## src/verilog/sas_pkg.sv

```systemverilog
// package for the converter sequencer: register map, fields, states, carriers
// assumes a 16-bit register port with read data one cycle after the read strobe
package sas_pkg;
   // register offsets
   localparam logic [3:0] OFS_CONTROL_ONE = 4'h0;
   localparam logic [3:0] OFS_CONTROL_TWO = 4'h1;
   localparam logic [3:0] OFS_CONTROL_THREE = 4'h2;
   localparam logic [3:0] OFS_INPUT_SELECT = 4'h3;
   localparam logic [3:0] OFS_PIN_CONFIG = 4'h4;
   localparam logic [3:0] OFS_SCAN_MASK = 4'h5;
   // result buffer occupies addresses 0x10..0x1f (address bit 4 set)
   localparam int BUF_DEPTH = 16;
   localparam int RES_W = 12;
   // control one fields
   localparam int C1_ON = 15;
   localparam int C1_FORMAT_SELECT_FIELD_LO = 8;
   localparam int C1_TRIGGER_SOURCE_FIELD_LO = 5;
   localparam int C1_AUTO_SAMPLE_BIT = 2;
   localparam int C1_SAMPLE_CONTROL_BIT = 1;
   localparam int C1_DONE = 0;
   // control two fields
   localparam int C2_SCAN = 10;
   localparam int C2_BUFS = 7;
   localparam int C2_SAMPLES_PER_IRQ_FIELD_LO = 2;
   localparam int C2_BUFFER_SPLIT_BIT = 1;
   localparam int C2_INPUT_ALTERNATE_BIT = 0;
   // control three fields
   localparam int C3_AUTO_SAMPLE_TIME_FIELD_LO = 8;
   localparam int C3_RC = 7;
   localparam int C3_DIV_LO = 0;
   // input select fields
   localparam int IS_B_LO = 8;
   localparam int IS_A_LO = 0;
   // reset values
   localparam logic [15:0] RST_REG = 16'h0000;
   // trigger sources
   localparam logic [2:0] TRG_SOFT = 3'h0;
   localparam logic [2:0] TRG_TIMER = 3'h2;
   localparam logic [2:0] TRG_EXT = 3'h1;
   localparam logic [2:0] TRG_AUTO = 3'h7;
   // timing in converter clock periods
   localparam logic [4:0] SOFT_DELAY_TAD = 5'h0b;
   localparam logic [4:0] CONV_TAD = 5'h0e;
   // output formats
   localparam logic [1:0] FMT_INT = 2'h0;
   localparam logic [1:0] FMT_SINT = 2'h1;
   localparam logic [1:0] FMT_FRAC = 2'h2;
   localparam logic [1:0] FMT_SFRAC = 2'h3;

   typedef enum logic [1:0] {
      ST_IDLE = 2'b00,
      ST_SAMPLE = 2'b01,
      ST_DELAY = 2'b10,
      ST_CONVERT = 2'b11
   } sas_state_t;

   // request toward the analog side
   typedef struct packed {
      logic sample;
      logic convert;
      logic [3:0] pos_input;
      logic use_set_b;
   } sas_analog_t;
endpackage : sas_pkg

```

## src/verilog/sas_sequencer.sv

```systemverilog
// converter sequencer: registers, trigger handling, input stepping, result store
// assumes synchronous trigger pulses and a converter core that returns its result
// when the convert phase ends
//
// How it works
// RQ1: software leaves config alone while enabled
// RQ2: sixteen twelve-bit results, read only
// RQ3: results read out as sixteen-bit words
// RQ4: setting sample bit starts acquisition
// RQ5: store each result, flag after count
// RQ6: one to sixteen samples per interrupt
// RQ7: split buffer halves alternate per interrupt
// RQ8: count field bits five to two, minus one
// RQ9: alternate off uses first input set only
// RQ10: alternate on swaps sets each sequence
// RQ11: scan steps first set over mask
// RQ12: mask bit one includes that input
// RQ13: ascending scan restarting after each interrupt
// RQ14: software trigger eleven periods after clear
// RQ15: auto trigger after sample time field
// RQ16: software keeps sample time nonzero
// RQ17: timer or external events also trigger
// RQ18: disable aborts, buffer keeps old value
// RQ19: disable beats simultaneous auto start
// RQ20: conversion lasts fourteen converter periods
// RQ21: period is cycle times half field plus one
// RQ22: rc select uses internal rc clock
// RQ23: two-bit field picks output format
// RQ24: enable low means off mode
// RQ25: pointer returns to region start after interrupt
//
// Decided for this implementation: the address map and the plain strobed port.
`timescale 1ns/1ps
module sas_sequencer (
   input wire logic clk_i,
   input wire logic reset_n_i,
   input wire logic [4:0] addr_i,
   input wire logic [15:0] wdata_i,
   input wire logic wr_i,
   input wire logic rd_i,
   output logic [15:0] rdata_o,
   input wire logic timer_trig_i,
   input wire logic ext_trig_i,
   input wire logic rc_tick_i,
   input wire logic [11:0] conv_result_i,
   output sas_pkg::sas_analog_t analog_o,
   output logic [15:0] pin_analog_o,
   output logic irq_o
);
   logic [15:0] ctl1_r, ctl1_nxt;
   logic [15:0] ctl2_r, ctl2_nxt;
   logic [15:0] ctl3_r, ctl3_nxt;
   logic [15:0] insel_r, insel_nxt;
   logic [15:0] pcfg_r, pcfg_nxt;
   logic [15:0] mask_r, mask_nxt;
   logic [11:0] buf_r [16];
   logic [15:0] rdata_r, rdata_nxt;
   logic irq_r, irq_nxt;
   sas_pkg::sas_state_t st_r, st_nxt;
   logic [5:0] div_r, div_nxt;
   logic [4:0] tad_r, tad_nxt;
   logic [3:0] wptr_r, wptr_nxt;
   logic [3:0] cnt_r, cnt_nxt;
   logic [3:0] scan_r, scan_nxt;
   logic half_r, half_nxt;
   logic setb_r, setb_nxt;
   logic on;
   logic tick;
   logic store;
   logic irq_evt;
   logic done_set;
   logic trig_ev;
   logic [2:0] trigger_source_field;
   logic [3:0] samples_per_irq_field;
   logic [3:0] next_scan;
   logic [11:0] rd_word;

   assign on = ctl1_r[sas_pkg::C1_ON];
   assign trigger_source_field = ctl1_r[sas_pkg::C1_TRIGGER_SOURCE_FIELD_LO +: 3];
   assign samples_per_irq_field = ctl2_r[sas_pkg::C2_SAMPLES_PER_IRQ_FIELD_LO +: 4]; // see RQ8

   // converter clock tick: divider or rc source
   always_comb begin
      div_nxt = div_r;
      tick = 1'b0;
      if (!on) begin
         div_nxt = 6'h00; // see RQ24
      end else if (ctl3_r[sas_pkg::C3_RC]) begin
         tick = rc_tick_i; // see RQ22
      end else if ((div_r | 6'h01) >= ctl3_r[sas_pkg::C3_DIV_LO +: 6]) begin
         // counts half cycles by twos; period (field+1)/2 cycles, rounded up
         div_nxt = 6'h00; // see RQ21
         tick = 1'b1;
      end else begin
         div_nxt = div_r + 6'h02; // see RQ21
      end
   end

   // next scan input: lowest mask bit above current
   always_comb begin
      next_scan = scan_r;
      for (int i = 15; i >= 0; i--) begin
         if (mask_r[i] && 4'(i) > scan_r) begin
            next_scan = 4'(i); // see RQ12
         end
      end
   end

   function automatic logic [3:0] first_scan(input logic [15:0] m);
      logic [3:0] f;
      f = 4'h0;
      for (int i = 15; i >= 0; i--) begin
         if (m[i]) begin
            f = 4'(i);
         end
      end
      return f;
   endfunction : first_scan

   assign trig_ev = (trigger_source_field == sas_pkg::TRG_TIMER && timer_trig_i) ||
                    (trigger_source_field == sas_pkg::TRG_EXT && ext_trig_i); // see RQ17

   // sequencing state machine
   always_comb begin
      st_nxt = st_r;
      tad_nxt = tad_r;
      wptr_nxt = wptr_r;
      cnt_nxt = cnt_r;
      scan_nxt = scan_r;
      half_nxt = half_r;
      setb_nxt = setb_r;
      store = 1'b0;
      irq_evt = 1'b0;
      unique case (st_r)
         sas_pkg::ST_IDLE: begin
            tad_nxt = 5'h00;
            if (on && ctl1_r[sas_pkg::C1_SAMPLE_CONTROL_BIT]) begin
               st_nxt = sas_pkg::ST_SAMPLE; // see RQ4
            end
         end
         sas_pkg::ST_SAMPLE: begin
            if (tick && tad_r != 5'h1f) begin
               tad_nxt = tad_r + 5'h01;
            end
            if (trigger_source_field == sas_pkg::TRG_AUTO) begin
               if (tick && tad_r + 5'h01 >= ctl3_r[sas_pkg::C3_AUTO_SAMPLE_TIME_FIELD_LO +: 5]) begin
                  st_nxt = sas_pkg::ST_CONVERT; // see RQ15
                  tad_nxt = 5'h00;
               end
            end else if (trigger_source_field == sas_pkg::TRG_SOFT) begin
               if (!ctl1_r[sas_pkg::C1_SAMPLE_CONTROL_BIT]) begin
                  st_nxt = sas_pkg::ST_DELAY; // see RQ14
                  tad_nxt = 5'h00;
               end
            end else if (trig_ev) begin
               st_nxt = sas_pkg::ST_CONVERT; // see RQ17
               tad_nxt = 5'h00;
            end
         end
         sas_pkg::ST_DELAY: begin
            if (tick) begin
               tad_nxt = tad_r + 5'h01;
               if (tad_r + 5'h01 == sas_pkg::SOFT_DELAY_TAD) begin
                  st_nxt = sas_pkg::ST_CONVERT; // see RQ14
                  tad_nxt = 5'h00;
               end
            end
         end
         sas_pkg::ST_CONVERT: begin
            if (tick) begin
               tad_nxt = tad_r + 5'h01;
               if (tad_r + 5'h01 == sas_pkg::CONV_TAD) begin
                  store = 1'b1; // see RQ20
                  tad_nxt = 5'h00;
                  wptr_nxt = wptr_r + 4'h1;
                  setb_nxt = ctl2_r[sas_pkg::C2_INPUT_ALTERNATE_BIT] ? !setb_r : 1'b0; // see RQ9 RQ10
                  scan_nxt = next_scan; // see RQ13
                  st_nxt = ctl1_r[sas_pkg::C1_AUTO_SAMPLE_BIT] ? sas_pkg::ST_SAMPLE : sas_pkg::ST_IDLE;
                  cnt_nxt = cnt_r + 4'h1;
                  if (cnt_r == samples_per_irq_field) begin
                     irq_evt = 1'b1; // see RQ5 RQ6
                     cnt_nxt = 4'h0;
                     setb_nxt = 1'b0;
                     scan_nxt = first_scan(mask_r); // see RQ13
                     half_nxt = ctl2_r[sas_pkg::C2_BUFFER_SPLIT_BIT] ? !half_r : 1'b0; // see RQ7
                     wptr_nxt = ctl2_r[sas_pkg::C2_BUFFER_SPLIT_BIT] ? {!half_r, 3'h0} : 4'h0; // see RQ25
                  end
               end
            end
         end
      endcase
      if (!on) begin
         // disable wins over any start in the same cycle
         st_nxt = sas_pkg::ST_IDLE; // see RQ18 RQ19
         store = 1'b0; // see RQ18
         irq_evt = 1'b0;
         tad_nxt = 5'h00;
         cnt_nxt = 4'h0;
         setb_nxt = 1'b0;
         half_nxt = 1'b0;
         wptr_nxt = 4'h0;
         scan_nxt = first_scan(mask_r);
      end
   end

   assign done_set = irq_evt;

   // register file with hardware updates to sample, done and C2_BUFS bits
   always_comb begin
      ctl1_nxt = ctl1_r;
      ctl2_nxt = ctl2_r;
      ctl3_nxt = ctl3_r;
      insel_nxt = insel_r;
      pcfg_nxt = pcfg_r;
      mask_nxt = mask_r;
      if (wr_i && !addr_i[4]) begin
         unique case (addr_i[3:0])
            sas_pkg::OFS_CONTROL_ONE: ctl1_nxt = wdata_i;
            sas_pkg::OFS_CONTROL_TWO: ctl2_nxt = wdata_i;
            sas_pkg::OFS_CONTROL_THREE: ctl3_nxt = wdata_i;
            sas_pkg::OFS_INPUT_SELECT: insel_nxt = wdata_i;
            sas_pkg::OFS_PIN_CONFIG: pcfg_nxt = wdata_i;
            sas_pkg::OFS_SCAN_MASK: mask_nxt = wdata_i;
            default: ;
         endcase
      end
      // auto sampling rearms the sample bit after each conversion
      if (store && ctl1_r[sas_pkg::C1_AUTO_SAMPLE_BIT]) begin
         ctl1_nxt[sas_pkg::C1_SAMPLE_CONTROL_BIT] = 1'b1;
      end
      if (done_set) begin
         ctl1_nxt[sas_pkg::C1_DONE] = 1'b1; // see RQ5
      end
      ctl2_nxt[sas_pkg::C2_BUFS] = half_r;
   end

   // read path and format; writes never reach the buffer
   assign rd_word = buf_r[addr_i[3:0]]; // see RQ2
   always_comb begin
      rdata_nxt = 16'h0000;
      if (rd_i && addr_i[4]) begin
         unique case (ctl1_r[sas_pkg::C1_FORMAT_SELECT_FIELD_LO +: 2]) // see RQ3 RQ23
            sas_pkg::FMT_INT: rdata_nxt = {4'h0, rd_word};
            sas_pkg::FMT_SINT: rdata_nxt = {{4{!rd_word[11]}}, !rd_word[11], rd_word[10:0]};
            sas_pkg::FMT_FRAC: rdata_nxt = {rd_word, 4'h0};
            sas_pkg::FMT_SFRAC: rdata_nxt = {!rd_word[11], rd_word[10:0], 4'h0};
         endcase
      end else if (rd_i) begin
         unique case (addr_i[3:0])
            sas_pkg::OFS_CONTROL_ONE: rdata_nxt = ctl1_r;
            sas_pkg::OFS_CONTROL_TWO: rdata_nxt = ctl2_r;
            sas_pkg::OFS_CONTROL_THREE: rdata_nxt = ctl3_r;
            sas_pkg::OFS_INPUT_SELECT: rdata_nxt = insel_r;
            sas_pkg::OFS_PIN_CONFIG: rdata_nxt = pcfg_r;
            sas_pkg::OFS_SCAN_MASK: rdata_nxt = mask_r;
            default: rdata_nxt = 16'h0000;
         endcase
      end
      irq_nxt = irq_evt; // see RQ5
   end

   // result storage, one entry per index
   for (genvar g = 0; g < sas_pkg::BUF_DEPTH; g++) begin : g_buf
      always_ff @(posedge clk_i or negedge reset_n_i) begin
         if (!reset_n_i) begin
            buf_r[g] <= 12'h000;
         end else if (store && wptr_r == 4'(g)) begin
            buf_r[g] <= conv_result_i; // see RQ5
         end
      end
   end

   // control and status registers
   always_ff @(posedge clk_i or negedge reset_n_i) begin
      if (!reset_n_i) begin
         ctl1_r <= sas_pkg::RST_REG;
         ctl2_r <= sas_pkg::RST_REG;
         ctl3_r <= sas_pkg::RST_REG;
         insel_r <= sas_pkg::RST_REG;
         pcfg_r <= sas_pkg::RST_REG;
         mask_r <= sas_pkg::RST_REG;
      end else begin
         ctl1_r <= ctl1_nxt;
         ctl2_r <= ctl2_nxt;
         ctl3_r <= ctl3_nxt;
         insel_r <= insel_nxt;
         pcfg_r <= pcfg_nxt;
         mask_r <= mask_nxt;
      end
   end

   // read data and interrupt pulse
   always_ff @(posedge clk_i or negedge reset_n_i) begin
      if (!reset_n_i) begin
         rdata_r <= 16'h0000;
         irq_r <= 1'b0;
      end else begin
         rdata_r <= rdata_nxt;
         irq_r <= irq_nxt;
      end
   end

   // converter clock divider
   always_ff @(posedge clk_i or negedge reset_n_i) begin
      if (!reset_n_i) begin
         div_r <= 6'h00;
      end else begin
         div_r <= div_nxt;
      end
   end

   // sequencing state, pointers and counters
   always_ff @(posedge clk_i or negedge reset_n_i) begin
      if (!reset_n_i) begin
         st_r <= sas_pkg::ST_IDLE;
         tad_r <= 5'h00;
         wptr_r <= 4'h0;
         cnt_r <= 4'h0;
         scan_r <= 4'h0;
         half_r <= 1'b0;
         setb_r <= 1'b0;
      end else begin
         st_r <= st_nxt;
         tad_r <= tad_nxt;
         wptr_r <= wptr_nxt;
         cnt_r <= cnt_nxt;
         scan_r <= scan_nxt;
         half_r <= half_nxt;
         setb_r <= setb_nxt;
      end
   end

   // input selection toward the analog side
   always_comb begin
      analog_o.sample = (st_r == sas_pkg::ST_SAMPLE);
      analog_o.convert = (st_r == sas_pkg::ST_CONVERT);
      analog_o.use_set_b = setb_r; // see RQ10
      if (setb_r) begin
         analog_o.pos_input = insel_r[sas_pkg::IS_B_LO +: 4];
      end else if (ctl2_r[sas_pkg::C2_SCAN]) begin
         analog_o.pos_input = scan_r; // see RQ11
      end else begin
         analog_o.pos_input = insel_r[sas_pkg::IS_A_LO +: 4]; // see RQ9
      end
   end

   assign rdata_o = rdata_r;
   assign pin_analog_o = ~pcfg_r;
   assign irq_o = irq_r;
endmodule : sas_sequencer

```

## config.mk

```make
export PLATFORM = sky130hd
export DESIGN_NAME = sas_sequencer
export DESIGN_NICKNAME = d
export VERILOG_FILES = /design/src/verilog/sas_pkg.sv /design/src/verilog/sas_sequencer.sv
export SDC_FILE = /design/constraint.sdc
export NUM_CORES = 1
export LEC_CHECK = 0
export ABC_CLOCK_PERIOD_IN_PS = 3700
export BUFFER_PORTS_ARGS = -buffer_cell sky130_fd_sc_hd__buf_2
export CAP_MARGIN = 20
export CELL_PAD_IN_SITES_DETAIL_PLACEMENT = 0
export CELL_PAD_IN_SITES_GLOBAL_PLACEMENT = 2
export CORE_ASPECT_RATIO = 0.7
export CORE_MARGIN = 2
export CORE_UTILIZATION = 44
export CTS_CLUSTER_SIZE = 8
export DETAILED_ROUTE_END_ITERATION = 16
export HOLD_SLACK_MARGIN = 0.02
export MAX_ROUTING_LAYER = met4
export PLACE_DENSITY_LB_ADDON = 0.1
export RECOVER_POWER = 25
export SYNTH_ARGS = -nofsm -noshare
export SYNTH_HDL_FRONTEND = slang
export SYNTH_SLANG_ARGS = --single-unit
```

## constraint.sdc

```tcl
create_clock -name clk_i -period 3.7 [get_ports clk_i]
set_input_delay 0.74 -clock clk_i [delete_from_list [all_inputs] [get_ports clk_i]]
set_output_delay 0.74 -clock clk_i [all_outputs]
set_load 0.1 [all_outputs]
```

==> reports/results.txt, run 1 <==
Status = finished with violations
Violated checks = max-capacitance violations, max-slew violations
Clock slew at reported path FFs = 0.06 ns
DRC = 0
Hold WC Path Type = register to register
Overall Global Routing Usage = 25.5%
Seq cells post-synth = 331
Syn avg cell area = 13.2 um^2
CTS Root Cell = clkbuf_16
Setup_tns = 0 ns
Main flop type after synthesis = dfrtp_1
Place WS = 0.347 ns
Total wire length = 46.4 mm
Final Wtd Congestion = 0.869
Util after Layout = 50.7%
Fmax = 0.294 GHz
Crit path buffers/inverters = 0
Register area = 8280 um^2
Dominant cell type by area after synthesis = dfrtp_1
CP Data Required Time = 4.12 ns
Post-Syn Nets = 1,309
Tightest Pin Transition = 2.20 ns
Crit start category = register
Starting DRC count in detailed routing = 904
VDD IR max = 0.342 mV
Initial Utilization = 44.4%
CTS H-tree lvls = 2
Unrepaired setup endpoints after global routing = false
Die ar. = 38,800 um^2
Synth top area share = 50.6%
Vias per Instance = 5.92
Crit-path max FO = 12
Die X = 235 um
WHS = 0.455 ns
Worst-skew pair later-pin latency = 0.55 ns
Critical Path Slowest Stage Cell = o21a_1
Period utilization = 91.9%
CTS tree = done
Row cnt = 59
Area of the multi-input gates = 7600 um^2
Commonest non-fill, non-tap cells in the layout = dfrtp_1, mux2_2, buf_2, mux2_1, mux4_2
Count of different cell masters after synthesis = 70
Layout cells sized above 1 = 35.8%
Commonest non-fill, non-tap cell in the layout = dfrtp_1
PortBufs = 79
Final Max Slew Viols = 87
Hold-fix buffers, CTS = 0
Max cap viols = 1
Slowest stage delay, CP = 0.47 ns
CP Data Arrival Time = 3.81 ns
Cells after Synth = 1,244
Min Tclk post-route = 3.40 ns
Final worst slack = 0.300 ns
Largest net degree at the start of global routing = 87
Die span in y = 165 um
Pre-Repair DR Iteration Count = 5
Final setup fails = 0
Fraction of registers with async set/reset = 100%
CTS buffer count = 47
Hold Vio Cnt, Final = 0
Setup bufs post-CTS = 0
Nets = 1,411
First-pass GRT wire length = 70.6 mm
Synth top area cells = dfrtp_1, mux2_2, mux4_2
Leak Pwr = 8.95 nW
Syn. warnings = 0
Initial antenna violation count = 0
Pwr dens = 528 nW/um^2
Sequential share of the synthesized area = 50.6%
Post-route ant nets = 0
CP Class = register to register
Via Count = 10,900
Most used cell along the critical path = ha_1
Fillers = 3,294
Crit end category = register
Syn-to-layout area delta = 14.2%
Clock Skew = 0.0230 ns
Core area = 36,900 um^2
Ports = 80
Post-synth EDFFs = 0
CP top delay family = simple AND/OR/NAND/NOR gates
GR Overflow Total = 0
Post-DP HPWL = 32.4 mm
CTS resizes = 0
Max-slew headroom = -46.8%
CTS sink cnt = 331
Vias in the first global route = 10,800
Clk buf depth = 3
Drt wl/cell = 25.3 um
Post-Syn Area = 16,400 um^2
Worst-path cell chain = ha_1, and3_1, ha_1, nand2b_1, nor2_1, nand3_2, o21a_1, a41oi_1, mux2_2
==> power by group <==
group | switching (mW) | internal, mW | leakage, nW
registers | 0.413 | 3.87 | 4.50
clock network | 1.50 | 2.27 | 0.603
logic | 1.22 | 0.588 | 3.85
==> worst paths after layout <==
path                                 startpoint               endpoint  slack (ns)  cells past startpoint
setup reg to reg           tad_r[0]$_DFFE_PN0P_  scan_r[1]$_DFFE_PN0P_        0.30                      9
setup / recovery           tad_r[0]$_DFFE_PN0P_  scan_r[1]$_DFFE_PN0P_        0.30                      9
hold reg to reg              half_r$_DFFE_PN0P_    ctl2_r[7]$_DFF_PN0_        0.46                      0
hold / removal               half_r$_DFFE_PN0P_    ctl2_r[7]$_DFF_PN0_        0.46                      0
max in group asynchronous             reset_n_i  pcfg_r[0]$_DFFE_PN0P_        0.61                      2
min in group asynchronous             reset_n_i  buf_r[53]$_DFFE_PN0P_        0.83                      1
==> cell families after synthesis <==
logic type                 synth area share (%)
adders and majority gates                  1.91
DFF                                        50.6
buffers and inverters                      3.19
muxes                                      29.3
xor gates and xnor gates                  0.321
AOI/OAI and AO/OA                          8.38
and+or+nand+nor                            6.27
==> flip-flops by register name (all words and copies together), names as in the netlist, 16 cells and up <==
register and cells:
ctl1_r 16, pcfg_r 16, ctl2_r 16, insel_r 16
buf_r 192, rdata_o 16, ctl3_r 16, mask_r 16
==> Yosys cell counts, types with 12 or more instances <==
library cell and n:
clkbuf_1 31, mux4_2 59, mux2_1 68, ha_1 25, dfrtp_1 331, buf_2 36, nor2_1 41, mux2_2 222
mux2i_1 21, nand2_1 52, o21ai_0 45, nor3_1 12, inv_1 44, nand3_1 16, nand2b_1 12, a22oi_1 18
a21o_1 12, a21oi_1 30
==> worst reg2reg max path, stage by stage, from the launching register on <==
cell      delay, ns
dfrtp_1        0.44
ha_1           0.25
and3_1         0.19
ha_1           0.36
nand2b_1       0.19
nor2_1         0.19
nand3_2        0.34
o21a_1         0.47
a41oi_1        0.45
mux2_2         0.39
==> layer usage <==
layer,up-vias,track usage [%],share of wire [%]
li1,4831,-,-
met2,285,33.7,41
met1,5711,40.5,52
met5,-,-,0
met3,41,5.01,6.1
met4,0,4.20,1.0
==> cell type report <==
class / count / area share, %
Sequential cell: 331 / 44.3
Multi-Input combinational cell: 790 / 40.6
Clock buffer: 48 / 6.42
Timing Repair Buffer: 131 / 4.27
Tap cell: 488 / 3.27
Inverter: 45 / 0.903
Clock inverter: 3 / 0.174
Antenna cell: 1 / 0.0134
==> metrics by stage <==
stage               std cells  power, mW  area [um^2]
finish                   1837       9.86        18700
global route             1836       10.3        18700
CTS                      1836       9.95        18700
detailed placement       1785       6.14        17500
global placement         1785       6.14        17500
floorplan                1244       5.51        16400
(Power assumes the default switching activity.)
==> run 2: changes to the inputs <==
--- a/config.mk
+++ b/config.mk
@@ -17,8 +17,9 @@
 export DETAILED_ROUTE_END_ITERATION = 16
 export HOLD_SLACK_MARGIN = 0.02
 export MAX_ROUTING_LAYER = met4
-export PLACE_DENSITY_LB_ADDON = 0.1
+export PLACE_DENSITY_LB_ADDON = 0.3
 export RECOVER_POWER = 25
+export SLEW_MARGIN = 25
 export SYNTH_ARGS = -nofsm -noshare
 export SYNTH_HDL_FRONTEND = slang
 export SYNTH_SLANG_ARGS = --single-unit
==> run 2 against run 1 <==
The flow still finishes with violations (max-capacitance violations, max-slew violations). Clock skew rose by 0.0017 ns. Largest power group unchanged. Hold slack got worse by 0.046 ns. Routed wire length is 1.9% lower. Count of clock-buffer cells in the layout shrank 1. Highest routed layer unchanged.
==> reports/results.txt, run 2 (synthesis gave the netlist of run 1 again) <==
Status = finished with violations (unchanged)
Violated checks = max-capacitance violations, max-slew violations (unchanged)
Crit end category = register (unchanged)
Starting DRC count in detailed routing = 833 (was 904)
Final setup fails = 0 (unchanged)
CP Data Arrival Time = 3.84 ns (was 3.81 ns)
Initial Utilization = 44.4% (unchanged)
Layout cells sized above 1 = 35.5% (was 35.8%)
Min Tclk post-route = 3.40 ns (about the same)
Die span in y = 165 um (unchanged)
Reg with most FFs = buf_r (unchanged)
Nets = 1,404 (was 1,411)
Total wire length = 45.5 mm (was 46.4 mm)
Worst-path cell chain = ha_1, and3_1, ha_1, nand2b_1, nor2_1, nand3_2, nor3_4, nand3_2, mux2_1 (was ha_1, and3_1, ha_1, nand2b_1, nor2_1, nand3_2, o21a_1, a41oi_1, mux2_2)
PortBufs = 79 (unchanged)
CTS sink cnt = 331 (unchanged)
Initial antenna violation count = 1 (was 0)
Worst-skew pair later-pin latency = 0.56 ns (was 0.55 ns)
Crit-path max FO = 12 (unchanged)
CTS H-tree lvls = 2 (unchanged)
Die ar. = 38,800 um^2 (unchanged)
CP Class = register to register (unchanged)
Clock slew at reported path FFs = 0.05 ns (was 0.06 ns)
CP top delay family = simple AND/OR/NAND/NOR gates (unchanged)
CTS resizes = 0 (unchanged)
Core area = 36,900 um^2 (unchanged)
Final Wtd Congestion = 0.864 (was 0.869)
Ports = 80 (unchanged)
Row cnt = 59 (unchanged)
Commonest non-fill, non-tap cells in the layout = dfrtp_1, mux2_2, buf_2, mux2_1, mux4_2 (unchanged)
CTS Root Cell = clkbuf_16 (unchanged)
Leak Pwr = 8.93 nW (was 8.95 nW)
Largest net degree at the start of global routing = 89 (was 87)
Clk buf depth = 3 (unchanged)
First-pass GRT wire length = 69.1 mm (was 70.6 mm)
Fmax = 0.294 GHz (about the same)
Drt wl/cell = 24.9 um (was 25.3 um)
Hold WC Path Type = register to register (unchanged)
Post-route ant nets = 0 (unchanged)
CP Data Required Time = 4.14 ns (was 4.12 ns)
Clock Skew = 0.0247 ns (was 0.0230 ns)
CTS buffer count = 47 (unchanged)
Pwr dens = 529 nW/um^2 (was 528 nW/um^2)
Pre-Repair DR Iteration Count = 6 (was 5)
Unrepaired setup endpoints after global routing = false (unchanged)
Die X = 235 um (unchanged)
Hold Vio Cnt, Final = 0 (unchanged)
Setup_tns = 0 ns (unchanged)
Via Count = 10,900 (about the same)
CTS tree = done (unchanged)
Crit path buffers/inverters = 0 (unchanged)
Period utilization = 92.0% (was 91.9%)
Setup bufs post-CTS = 0 (unchanged)
Crit start category = register (unchanged)
Vias in the first global route = 10,600 (was 10,800)
Syn-to-layout area delta = 14.1% (was 14.2%)
Slowest stage delay, CP = 0.47 ns (about the same)
Commonest non-fill, non-tap cell in the layout = dfrtp_1 (unchanged)
GR Overflow Total = 0 (unchanged)
Final Max Slew Viols = 89 (was 87)
DRC = 0 (unchanged)
Vias per Instance = 5.97 (was 5.92)
Critical Path Slowest Stage Cell = nor3_4 (was o21a_1)
Max reg flops = 192 (unchanged)
Tightest Pin Transition = 2.12 ns (was 2.20 ns)
Max-slew headroom = -41.5% (was -46.8%)
VDD IR max = 0.311 mV (was 0.342 mV)
Max cap viols = 1 (unchanged)
Total power = 9.87 mW (was 9.86 mW)
Overall Global Routing Usage = 24.9% (was 25.5%)
Hold-fix buffers, CTS = 0 (unchanged)
Post-DP HPWL = 31.3 mm (was 32.4 mm)
run 2: changes by cell type in the layout (fill, tap and decap cells not counted):
cell,change
clkinv_16,+1
clkbuf_2,-1
buf_4,-9
clkbuf_16,-1
clkbuf_4,+1
buf_12,+2
run 2: path summary, 6_finish.rpt:
kind / slack (ns) / depth (start not counted) / to / start
max: 0.30 / 9 / buf_r[126]$_DFFE_PN0P_ / tad_r[0]$_DFFE_PN0P_
min: 0.41 / 0 / ctl2_r[7]$_DFF_PN0_ / half_r$_DFFE_PN0P_
max reg2reg: 0.30 / 9 / buf_r[126]$_DFFE_PN0P_ / tad_r[0]$_DFFE_PN0P_
min reg2reg: 0.41 / 0 / ctl2_r[7]$_DFF_PN0_ / half_r$_DFFE_PN0P_
max in group asynchronous: 0.71 / 2 / rdata_o[7]$_DFF_PN0_ / reset_n_i
min in group asynchronous: 0.80 / 1 / buf_r[3]$_DFFE_PN0P_ / reset_n_i
run 2: power by group:
| group | switching, mW | internal [mW] |
|---|---|---|
| registers | 0.410 | 3.87 |
| clock network | 1.54 | 2.24 |
| logic | 1.22 | 0.592 |
run 2: final cells by class:
type,count,area [um^2]
Tap cell,488,611
Clock inverter,4,62.6
Timing Repair Buffer,124,773
Clock buffer,47,1180
Multi-Input combinational cell,790,7600
Inverter,45,169
Sequential cell,331,8280
Antenna cell,1,2.50
Fill cell,3197,18200
run 2: per-stage QoR:
| stage | cell area, um^2 | cells | hold slack, ns | utilization (%) | worst slack, ns |
|---|---|---|---|---|---|
| 6_report | 18700 | 1830 | 0.409 | 50.6 | 0.297 |
| 5_1_grt | 18700 | 1830 | 0.435 | 50.6 | 0.0548 |
| 4_1_cts | 18700 | 1829 | 0.216 | 50.7 | 0.340 |
| 3_5_place_dp | 17500 | 1778 | 0.403 | 47.4 | 0.323 |
| 3_3_place_gp | 17500 | 1778 | 0.387 | 47.4 | 0.365 |
| 2_1_floorplan | 16400 | 1244 | 0.374 | - | 0.0952 |
run 2: routing by layer:
layer  global-route usage [%]  wire length [um]
met2                     33.3             19100
met1                     38.0             22800
met5                        -                 0
met4                     4.97               609
met3                     6.04              3070
run 2: worst register-to-register path: stages, from the launching register on:
cell	delay, ns
dfrtp_1	0.45
ha_1	0.26
and3_1	0.18
ha_1	0.35
nand2b_1	0.19
nor2_1	0.19
nand3_2	0.34
nor3_4	0.47
nand3_2	0.40
mux2_1	0.45
